**config.mk**
```make
export PLATFORM = sky130hd
export DESIGN_NAME = pga_serial_command_port_flat
export DESIGN_NICKNAME = d
export VERILOG_FILES = /design/src/pga_link_pkg.sv /design/src/pga_link_if.sv /design/src/pga_serial_command_port.sv /design/src/flat_wrapper.sv
export SDC_FILE = /design/constraint.sdc
export NUM_CORES = 1
export LEC_CHECK = 0
export ABC_AREA = 1
export BUFFER_PORTS_ARGS = -buffer_cell sky130_fd_sc_hd__buf_2
export CORE_MARGIN = 1.5
export CORE_UTILIZATION = 56
export DETAILED_ROUTE_END_ITERATION = 12
export PLACE_DENSITY_LB_ADDON = 0.25
export SKIP_LAST_GASP = 1
export SYNTH_ARGS = -nofsm -noshare
export SYNTH_HDL_FRONTEND = slang
export SYNTH_SLANG_ARGS = --single-unit
```
**constraint.sdc**
```tcl
create_clock -name CLK_SYS -period 1.65 [get_ports CLK_SYS]
set_input_delay 0.2475 -clock CLK_SYS [delete_from_list [all_inputs] [get_ports CLK_SYS]]
set_output_delay 0.2475 -clock CLK_SYS [all_outputs]
set_load 0.02 [all_outputs]
```
**src/pga_link_pkg.sv**
```systemverilog
// Shared constants for the amplifier serial command port and its controller.
// Assumes both ends run on one system clock; the link clock is sampled.
package pga_link_pkg;
  localparam int WORD_BITS  = 16;
  localparam int CNT_W      = 5;
  localparam logic [CNT_W-1:0] WORD_LAST = 5'h0F;
  localparam int CMD_HI     = 15;
  localparam int CMD_LO     = 13;
  localparam int TARGET_BIT = 8;
  localparam int CODE_HI    = 2;
  localparam int CODE_LO    = 0;
  localparam logic [2:0] CMD_NOOP     = 3'h0;
  localparam logic [2:0] CMD_SHUTDOWN = 3'h1;
  localparam logic [2:0] CMD_WRITE    = 3'h2;
  localparam logic [2:0] CODE_RESET   = 3'h0;
  localparam logic [7:0] INSTR_RESET  = 8'h00;
  // Controller register map, word addresses on Avalon-MM
  localparam logic [1:0] ADDR_DATA    = 2'h0;
  localparam logic [1:0] ADDR_CTRL    = 2'h1;
  localparam logic [1:0] ADDR_STATUS  = 2'h2;
  localparam int CTRL_MODE_BIT = 0;
  localparam int CTRL_LEN_LO   = 8;
  localparam int LEN_W         = 4;
  localparam int HALF_DIV      = 4;
  localparam logic [31:0] UNMAPPED_READ = 32'h0;
  typedef enum {M_IDLE, M_SETUP, M_LOW, M_HIGH, M_DONE} master_state_t;
endpackage : pga_link_pkg

```
**src/pga_link_if.sv**
```systemverilog
// Four-wire serial link between controller and amplifier command port.
// Assumes the bench wires this once; single driver per wire.
`timescale 1ns/10ps
interface pga_link_if;
  logic sck;
  logic cs_n;
  logic si;
  logic so;
  modport device (input sck, input cs_n, input si, output so);
  modport host   (output sck, output cs_n, output si, input so);
endinterface : pga_link_if

```
**src/pga_serial_command_port.sv**
```systemverilog
// Amplifier serial command port: shift register, decode, gain/input state.
// Assumes SCK, CS and SI come asynchronously from a controller; all are
// resampled on CLK_SYS, so SCK must be slower than a quarter of CLK_SYS.
//
// The Avalon-MM slave port and the address map were chosen for this implementation.
`timescale 1ns/10ps
// Notes on behaviour
// - Commands are whole 16-bit words under select
// - First byte is instruction, steering second byte
// - Sample SI on rise, drive SO on fall
// - Power-up: no-op, gain one, input zero
// - Command 000 no-op, 001 shutdown, 010 write
// - Controller sends only 000 as no-op
// - Shutdown only after full word and select rise
// - Target bit one selects input, zero gain
// - No-op and shutdown ignore all other bits
// - Valid write wakes device; shutdown never toggles
// - Gain code three bits, upper bits ignored
// - Input code mapped per variant channel count
// - Gain and input survive shutdown
// - Controller may rewrite current value to wake
// - Chain: output feeds next input, shared lines
// - Non-multiple of 16 clocks aborts command
// - Select rise executes and clears shift register
// - Short strings leave far devices a no-op
// - Output low while deselected, never floating
// - Reset restores instruction, gain, input defaults
// - Shutdown forced while reset is active
module pga_serial_command_port
  import pga_link_pkg::*;
#(
  parameter int INPUTS = 8
) (
  input  wire logic       CLK_SYS,
  input  wire logic       RST_B,
  pga_link_if.device      LINK,
  output logic [2:0]      GAIN_CODE,
  output logic [2:0]      INPUT_CODE,
  output logic [7:0]      INSTRUCTION,
  output logic            SHUTDOWN
);
  import pga_link_pkg::*;

  // Lane order in the sampling chain; idle levels keep edges quiet
  localparam int               LANES     = 3;
  localparam int               LANE_SCK  = 0;
  localparam int               LANE_CS   = 1;
  localparam int               LANE_SI   = 2;
  localparam logic [LANES-1:0] LANE_IDLE = 3'h2;
  localparam int               BYTE_LO   = WORD_BITS / 2;

  // Limitation: every link wire costs two to three system clocks of lag,
  // so a link half period must be several system clocks long. The trade
  // is a fully synchronous port with no logic on the link clock itself.

  logic [LANES-1:0]     pin_raw;
  logic [LANES-1:0]     pin_sync;
  logic [LANES-1:0]     pin_old;
  logic [WORD_BITS-1:0] shreg;
  logic [WORD_BITS-1:0] next_shreg;
  logic [CNT_W-1:0]     bits;
  logic [CNT_W-1:0]     next_bits;
  logic                 seen;
  logic                 so_q;
  logic                 next_so;
  logic                 sleep;
  logic                 next_sleep;
  logic [7:0]           next_instr;
  logic [2:0]           next_gain;
  logic [2:0]           next_input;

  // Input mapping per variant channel count; other counts act as eight
  function automatic logic [2:0] map_input(input logic [2:0] c);
    case (INPUTS)
      1:       map_input = 3'h0;
      2:       map_input = {2'h0, c[0]};
      6:       map_input = (c[2:1] == 2'h3) ? 3'h0 : c;
      default: map_input = c;
    endcase
  endfunction : map_input

  // Command field match, shared by the write and shutdown decodes
  function automatic logic cmd_is(input logic [WORD_BITS-1:0] w,
                                  input logic [2:0]           op);
    cmd_is = (w[CMD_HI:CMD_LO] == op);
  endfunction : cmd_is

  // Raw link wires in lane order
  assign pin_raw[LANE_SCK] = LINK.sck;
  assign pin_raw[LANE_CS]  = LINK.cs_n;
  assign pin_raw[LANE_SI]  = LINK.si;

  // Two flops per link wire before any logic reads it; the third flop
  // only feeds the edge detectors. Reset loads the idle level of each
  // wire so that no false edge follows reset.
  for (genvar g = 0; g < LANES; g++) begin : g_sync
    logic meta;
    logic sync;
    logic old;
    always_ff @(posedge CLK_SYS or negedge RST_B) begin
      if (!RST_B) begin
        meta <= LANE_IDLE[g];
        sync <= LANE_IDLE[g];
        old  <= LANE_IDLE[g];
      end else begin
        meta <= pin_raw[g];
        sync <= meta;
        old  <= sync;
      end
    end
    assign pin_sync[g] = sync;
    assign pin_old[g]  = old;
  end

  // Edge and level decode of the sampled wires
  wire sck_rise = pin_sync[LANE_SCK] & ~pin_old[LANE_SCK];
  wire sck_fall = ~pin_sync[LANE_SCK] & pin_old[LANE_SCK];
  wire cs_fall  = ~pin_sync[LANE_CS] & pin_old[LANE_CS];
  wire cs_rise  = pin_sync[LANE_CS] & ~pin_old[LANE_CS];
  wire selected = ~pin_sync[LANE_CS];
  wire si_bit   = pin_sync[LANE_SI];

  // Whole words only: counter wraps each 16 bits, zero means aligned
  wire whole    = (bits == '0);
  wire is_write = cmd_is(shreg, CMD_WRITE);
  wire is_sleep = cmd_is(shreg, CMD_SHUTDOWN);
  wire to_input = shreg[TARGET_BIT];
  wire [2:0] code = shreg[CODE_HI:CODE_LO];
  wire shift_en = selected & sck_rise;
  // A select rise with no clock at all carries no command
  wire execute  = cs_rise & whole & seen;

  // Shift path: MSB first; last word in the register wins
  assign next_shreg = {shreg[WORD_BITS-2:0], si_bit};
  assign next_bits  = (bits == WORD_LAST) ? '0 : bits + 1'b1;

  // SO carries the word shifted in one word earlier; low when deselected
  assign next_so = selected & shreg[WORD_BITS-1];
  wire   so_load = ~selected | cs_fall | sck_fall;

  // Execute decode; no-op and shutdown leave both codes alone, and the
  // codes are never cleared by shutdown so a wake restores them as held
  assign next_instr = shreg[WORD_BITS-1:BYTE_LO];
  assign next_gain  = (is_write & ~to_input) ? code : GAIN_CODE;
  assign next_input = (is_write & to_input) ? map_input(code)
                                            : INPUT_CODE;
  // Repeated shutdown stays asleep; only a write wakes
  assign next_sleep = is_sleep | (sleep & ~is_write);

  // Shift in on rising SCK; cleared when select rises
  always_ff @(posedge CLK_SYS or negedge RST_B) begin
    if (!RST_B) begin
      shreg <= '0;
      bits  <= '0;
      seen  <= 1'b0;
    end else if (cs_rise) begin
      shreg <= '0;
      bits  <= '0;
      seen  <= 1'b0;
    end else if (shift_en) begin
      shreg <= next_shreg;
      bits  <= next_bits;
      seen  <= 1'b1;
    end
  end

  // SO register: moves on select fall, each falling SCK and deselect
  always_ff @(posedge CLK_SYS or negedge RST_B) begin
    if (!RST_B) begin
      so_q <= 1'b0;
    end else if (so_load) begin
      so_q <= next_so;
    end
  end
  assign LINK.so = so_q;

  // Execute on select rise; an aborted frame changes nothing
  always_ff @(posedge CLK_SYS or negedge RST_B) begin
    if (!RST_B) begin
      INSTRUCTION <= INSTR_RESET;
      GAIN_CODE   <= CODE_RESET;
      INPUT_CODE  <= CODE_RESET;
      sleep       <= 1'b0;
    end else if (execute) begin
      INSTRUCTION <= next_instr;
      GAIN_CODE   <= next_gain;
      INPUT_CODE  <= next_input;
      sleep       <= next_sleep;
    end
  end

  // Reset holds shutdown whatever software state says
  always_ff @(posedge CLK_SYS or negedge RST_B) begin
    if (!RST_B) begin
      SHUTDOWN <= 1'b1;
    end else begin
      SHUTDOWN <= sleep;
    end
  end
endmodule : pga_serial_command_port

```
**src/flat_wrapper.sv**
```systemverilog
// flat-port wrapper written by rule: the top's interface ports become plain ports
module pga_serial_command_port_flat import pga_link_pkg::*;
#(
  parameter int INPUTS = 8
)
  (CLK_SYS, RST_B, GAIN_CODE, INPUT_CODE, INSTRUCTION, SHUTDOWN, LINK_sck, LINK_cs_n, LINK_si, LINK_so);
  pga_link_if LINK_i ();
  input  wire logic CLK_SYS;
  input  wire logic RST_B;
  output logic [2:0] GAIN_CODE;
  output logic [2:0] INPUT_CODE;
  output logic [7:0] INSTRUCTION;
  output logic SHUTDOWN;
  input wire logic [$bits(LINK_i.sck)-1:0] LINK_sck;
  input wire logic [$bits(LINK_i.cs_n)-1:0] LINK_cs_n;
  input wire logic [$bits(LINK_i.si)-1:0] LINK_si;
  output wire logic [$bits(LINK_i.so)-1:0] LINK_so;
  assign LINK_i.sck = LINK_sck;
  assign LINK_i.cs_n = LINK_cs_n;
  assign LINK_i.si = LINK_si;
  assign LINK_so = LINK_i.so;
  pga_serial_command_port #(.INPUTS(INPUTS)) u_core (.CLK_SYS(CLK_SYS), .RST_B(RST_B), .LINK(LINK_i), .GAIN_CODE(GAIN_CODE), .INPUT_CODE(INPUT_CODE), .INSTRUCTION(INSTRUCTION), .SHUTDOWN(SHUTDOWN));
endmodule
```
Word-level counts from Yosys, hierarchy flattened:

Index checks and enable logic that the tools add are counted.

* $add $sub $neg: 1
* equal/unequal tests: 3
* mux-type cells: 7
* bitwise gates (word level): 20
* reductions and logical operators: 4

Operators with widths (number)
* two-way mux 16 bit: 2
* two-way mux 5 bit: 3
* bitwise AND 1 bit: 11
* inverter 1 bit: 6
* adder 5 x 1 -> 5 bit, second input constant: 1
* equality test 5 x 4 -> 1 bit, second input constant: 1
* zero test 5 bit: 1
* AND reduction 2 bit: 2
* equality test 3 x 1 -> 1 bit, second input constant: 1
* equality test 3 x 2 -> 1 bit, second input constant: 1
* bitwise OR 1 bit: 3
* two-way mux 1 bit: 2
* nonzero test 2 bit: 1

* flip-flop bits (word level): 47
* input port bits: 5
* output and inout bits: 16
* logic and storage cells: 52

Longest topological paths before layout:

* depth after elaboration: 5
* mapped depth: 8
* mapped depth without buffers: 7

Worst setup path before layout:

Ideal clock, no wire load.

* kind: register to register
* from: register u_core.bits[0]
* to: register u_core.INSTRUCTION[0]
* library setup time: 119 ps
* data arrival time: 1194 ps
* required time: 1531 ps
* setup slack: 337 ps
* stages on the path, launching flop included: 9
* buffers on the path: 1
* period minus slack after synthesis: 1313 ps
* path through: dfrtp_1 inv_1 ha_1 nand2_1 nor2_4 nand3_4 buf_6 nand2_1 o21ai_2

* cells in the longest elaborated chain, start to end: 3

RTL lines
* from (decl): RTL line pga_serial_command_port.sv:61 `logic [CNT_W-1:0] bits;`
* from (signal assigned): RTL line pga_serial_command_port.sv:162 `bits <= next_bits;`
* zero test 5 bit: RTL line pga_serial_command_port.sv:124 `wire whole = (bits == '0);`
* bitwise AND 1 bit (2 in series): RTL line pga_serial_command_port.sv:131 `wire execute = cs_rise & whole & seen;`
* to (signal assigned): RTL line pga_serial_command_port.sv:185 `INSTRUCTION <= next_instr;`
* to (decl): RTL line pga_serial_command_port.sv:39 `output logic [7:0] INSTRUCTION,`

Every way passes these cells.
A chain may end at the register's enable or synchronous reset.

Final worst setup path:

Same ends and word-level chain as after synthesis.

==> flow_summary.ini <==
[critical_path]
startpoint_type = flip-flop
reg2reg_to = u_core.INSTRUCTION[0]$_DFFE_PN0P_
reg2reg_depth = 7
r2r_start = u_core.bits[0]$_DFFE_PN0P_
cp.required_ps = 1900
crit_chain = inv_1 -> ha_1 -> nand2_1 -> nor2_4 -> nand3_4 -> nand2_1 -> o21ai_2
ff2ff_setup_slack_ps = 240
end_kind = flip-flop
crit_path_top_delay_cell = dfrtp_1
cp_common_cell = nand2_1
arrival_ps = 1660
slowest_delay_ps = 430
path_max_fanout = 17
worstSetupPathType = reg2reg

[logic_synthesis]
syn_area_um2 = 1860
syn_inst = 180
yosysTopAreaCell = dfrtp_1
synth.distinct_cells = 21
seq_area_frac_synth_pct = 63.4
synth_ff_type = dfrtp_1
ys_ff_latch = 47
avgSynthCellArea_um2 = 10.4
yosys_warnings = 0
synth_edf_count = 0
synth_nets = 187
yosysTopAreaCellShare_pct = 57.8
synthTopCellsByArea = dfrtp_1 (58%), nand2_1 (8.1%), dfstp_2 (5.6%)
synth-async-reset-ratio_pct = 100

[clock_network]
htreeDepth = 2
cts_setup_buffers = 0
clk_pin_slew_ps = 120
clockRootBuffer = clkbuf_4
insertion_delay_ps = 360
cts_tree = done
clockBufferDepth = 2
cts_buffers = 5
clock-sinks = 47

[global_routing]
use_met1_pct = 23.3
gr-total-overflow = 0
antenna_found_initial = 0
grt.met2_usage_pct = 29.6
grt_pass1_wl_um = 4980
grt_use_total_pct = 19.2
grt_pass1_vias = 1176
grt_util_met3_pct = 7.25
grt_max_degree = 48
grt_busiest_layer = met2

[outcome]
status = completed

[power_and_ir_drop]
p_total_mw = 1.90
vdd_drop_max_mv = 0.677
switching_share_pct = 22.8
power.leakage_nw = 1.05
internal_power_mw = 1.47
p_clk_share_pct = 30.5
power.density_nw_per_um2 = 897
p_comb_share_pct = 6.5
seqPwrFrac_pct = 63.0
switchingPower_mw = 0.434

[sta]
finalHoldViolations = 0
period_share_pct = 85.3
setup_viol = 0
finClkSkew_ps = 10.3
drv_slew = 0
whs_ps = 359
worstMarginPinSlew_ps = 544
rsz0062_at_grt = false
final.min_clock_period_ps = 1410
clock.fmax_mhz = 710
relSlewSlack_pct = 63.7
tns_ps = 0

[flow_run]
maxCapViolCount = 0

[min_path]
min_path_type = reg2reg
whs_endpoint = u_core.g_sync[0].sync$_DFF_PN0_
hp-start = u_core.g_sync[0].meta$_DFF_PN0_
min_path_cells = 0

[die]
num_rows = 20
initial_core_util_pct = 60.0
core_area_um2 = 3100
dieArea_um2 = 3680
io_pins = 21
die-width_um = 60.7
dieHeight_um = 60.7

[placed_design]
place_hpwl_um = 2000
gp_congestion = 0.821
portBuffers = 20

[detailed_routing]
dr.pass1.iters = 4
routed_wl_um = 2870
drt-initial-drc-count = 75
vias = 1241
avgRoutedWirePerCell_um = 11.3
drtAntennaViolNets = 0
vias_per_cell = 4.87
drc_errors = 0

[final_layout]
nets = 217
fin_util_pct = 68.4
final_common_cell = dfrtp_1
num_antenna_cells = 0
final_cell_mix = dfrtp_1 (43), nand2_1 (40), inv_1 (25)
drive_above_1_share_pct = 25.6
syn2layout_area_growth_pct = 14.0
-- how the worst max path moves through the flow --
stage | depth (start not counted) | from | slack (ps) | to
finish | 7 | u_core.bits[0]$_DFFE_PN0P_ | 240 | u_core.INSTRUCTION[0]$_DFFE_PN0P_
global route | 7 | u_core.bits[0]$_DFFE_PN0P_ | 130 | u_core.INSTRUCTION[5]$_DFFE_PN0P_
detailed placement | 7 | u_core.bits[0]$_DFFE_PN0P_ | 240 | u_core.INSTRUCTION[4]$_DFFE_PN0P_
CTS | 7 | u_core.bits[0]$_DFFE_PN0P_ | 240 | u_core.INSTRUCTION[4]$_DFFE_PN0P_
global placement | 7 | u_core.bits[0]$_DFFE_PN0P_ | 290 | u_core.INSTRUCTION[1]$_DFFE_PN0P_
floorplan | 8 | u_core.bits[0]$_DFFE_PN0P_ | 340 | u_core.INSTRUCTION[0]$_DFFE_PN0P_
-- cells in the mapped netlist, types with 2 or more instances --
| cell type | n |
|---|---|
| dfrtp_1 | 43 |
| nand2_1 | 40 |
| inv_1 | 25 |
| o22ai_1 | 15 |
| nand3_1 | 11 |
| o21ai_2 | 8 |
| nor2_1 | 7 |
| nand2_2 | 5 |
| dfstp_2 | 4 |
| o21ai_0 | 4 |
| a21oi_1 | 3 |
| buf_2 | 3 |
| ha_1 | 2 |
| inv_2 | 2 |
| nor2_4 | 2 |
-- critical path: cells and delay by family (launching register included) --
kind,cells,cell delay [ps]
AOI/OAI and AO/OA,1,60
adders and majority gates,1,170
buffers and inverters,1,110
DFF,1,430
and+or+nand+nor,4,550
-- flip-flops by register name, indices dropped and copies added (netlist names), 2 cells and up --
signal / flops
u_core.bits: 5
u_core.shreg: 16
u_core.g_sync.meta: 3
u_core.GAIN_CODE: 3
u_core.g_sync.sync: 3
u_core.INPUT_CODE: 3
u_core.INSTRUCTION: 8
u_core.g_sync.old: 2
-- metal layers --
metal | wire length (um) | up-vias
met5 | 0 | -
met4 | 58 | 0
met3 | 116 | 6
met2 | 1350 | 22
met1 | 1350 | 570
li1 | - | 643
-- per-stage QoR --
stage / worst slack [ps] / instances / instance area, um2
6_report: 242 / 255 / 2120
5_1_grt: 132 / 255 / 2120
4_1_cts: 242 / 255 / 2120
3_5_place_dp: 244 / 243 / 2010
3_3_place_gp: 294 / 243 / 2010
2_1_floorplan: 337 / 180 / 1860
-- area by class of cell --
type	count	area [um2]
timing repair buffer	27	163
multi-input combinational	102	554
clock buffer	8	68.8
fill	270	980
inverter	27	101
sequential	47	1180
tap	44	55.1
-- power by group through the flow --
stage | clock network (mW) | registers [mW] | logic [mW]
floorplan | 0 | 1.22 | 0.0780
global placement | 0 | 1.22 | 0.115
detailed placement | 0 | 1.22 | 0.118
CTS | 0.603 | 1.20 | 0.126
global route | 0.648 | 1.20 | 0.139
finish | 0.581 | 1.20 | 0.124
-- cells by family after synthesis --
logic type               after synthesis  synth area share [%]
flip-flops                            47                  63.4
buffers and inverters                 31                  6.85
AND/OR/NAND/NOR                       69                  17.5
AO/OA/AOI/OAI                         31                  10.9
adder cells (fa/ha/maj)                2                  1.34
-- repair_timing --
| item | CTS | global route |
|---|---|---|
| resized for setup | 0 | 0 |
| hold endpoints to repair | 46 | 0 |
| hold buffers | 4 | 0 |
Note: power is estimated with default switching activity, not from simulation.
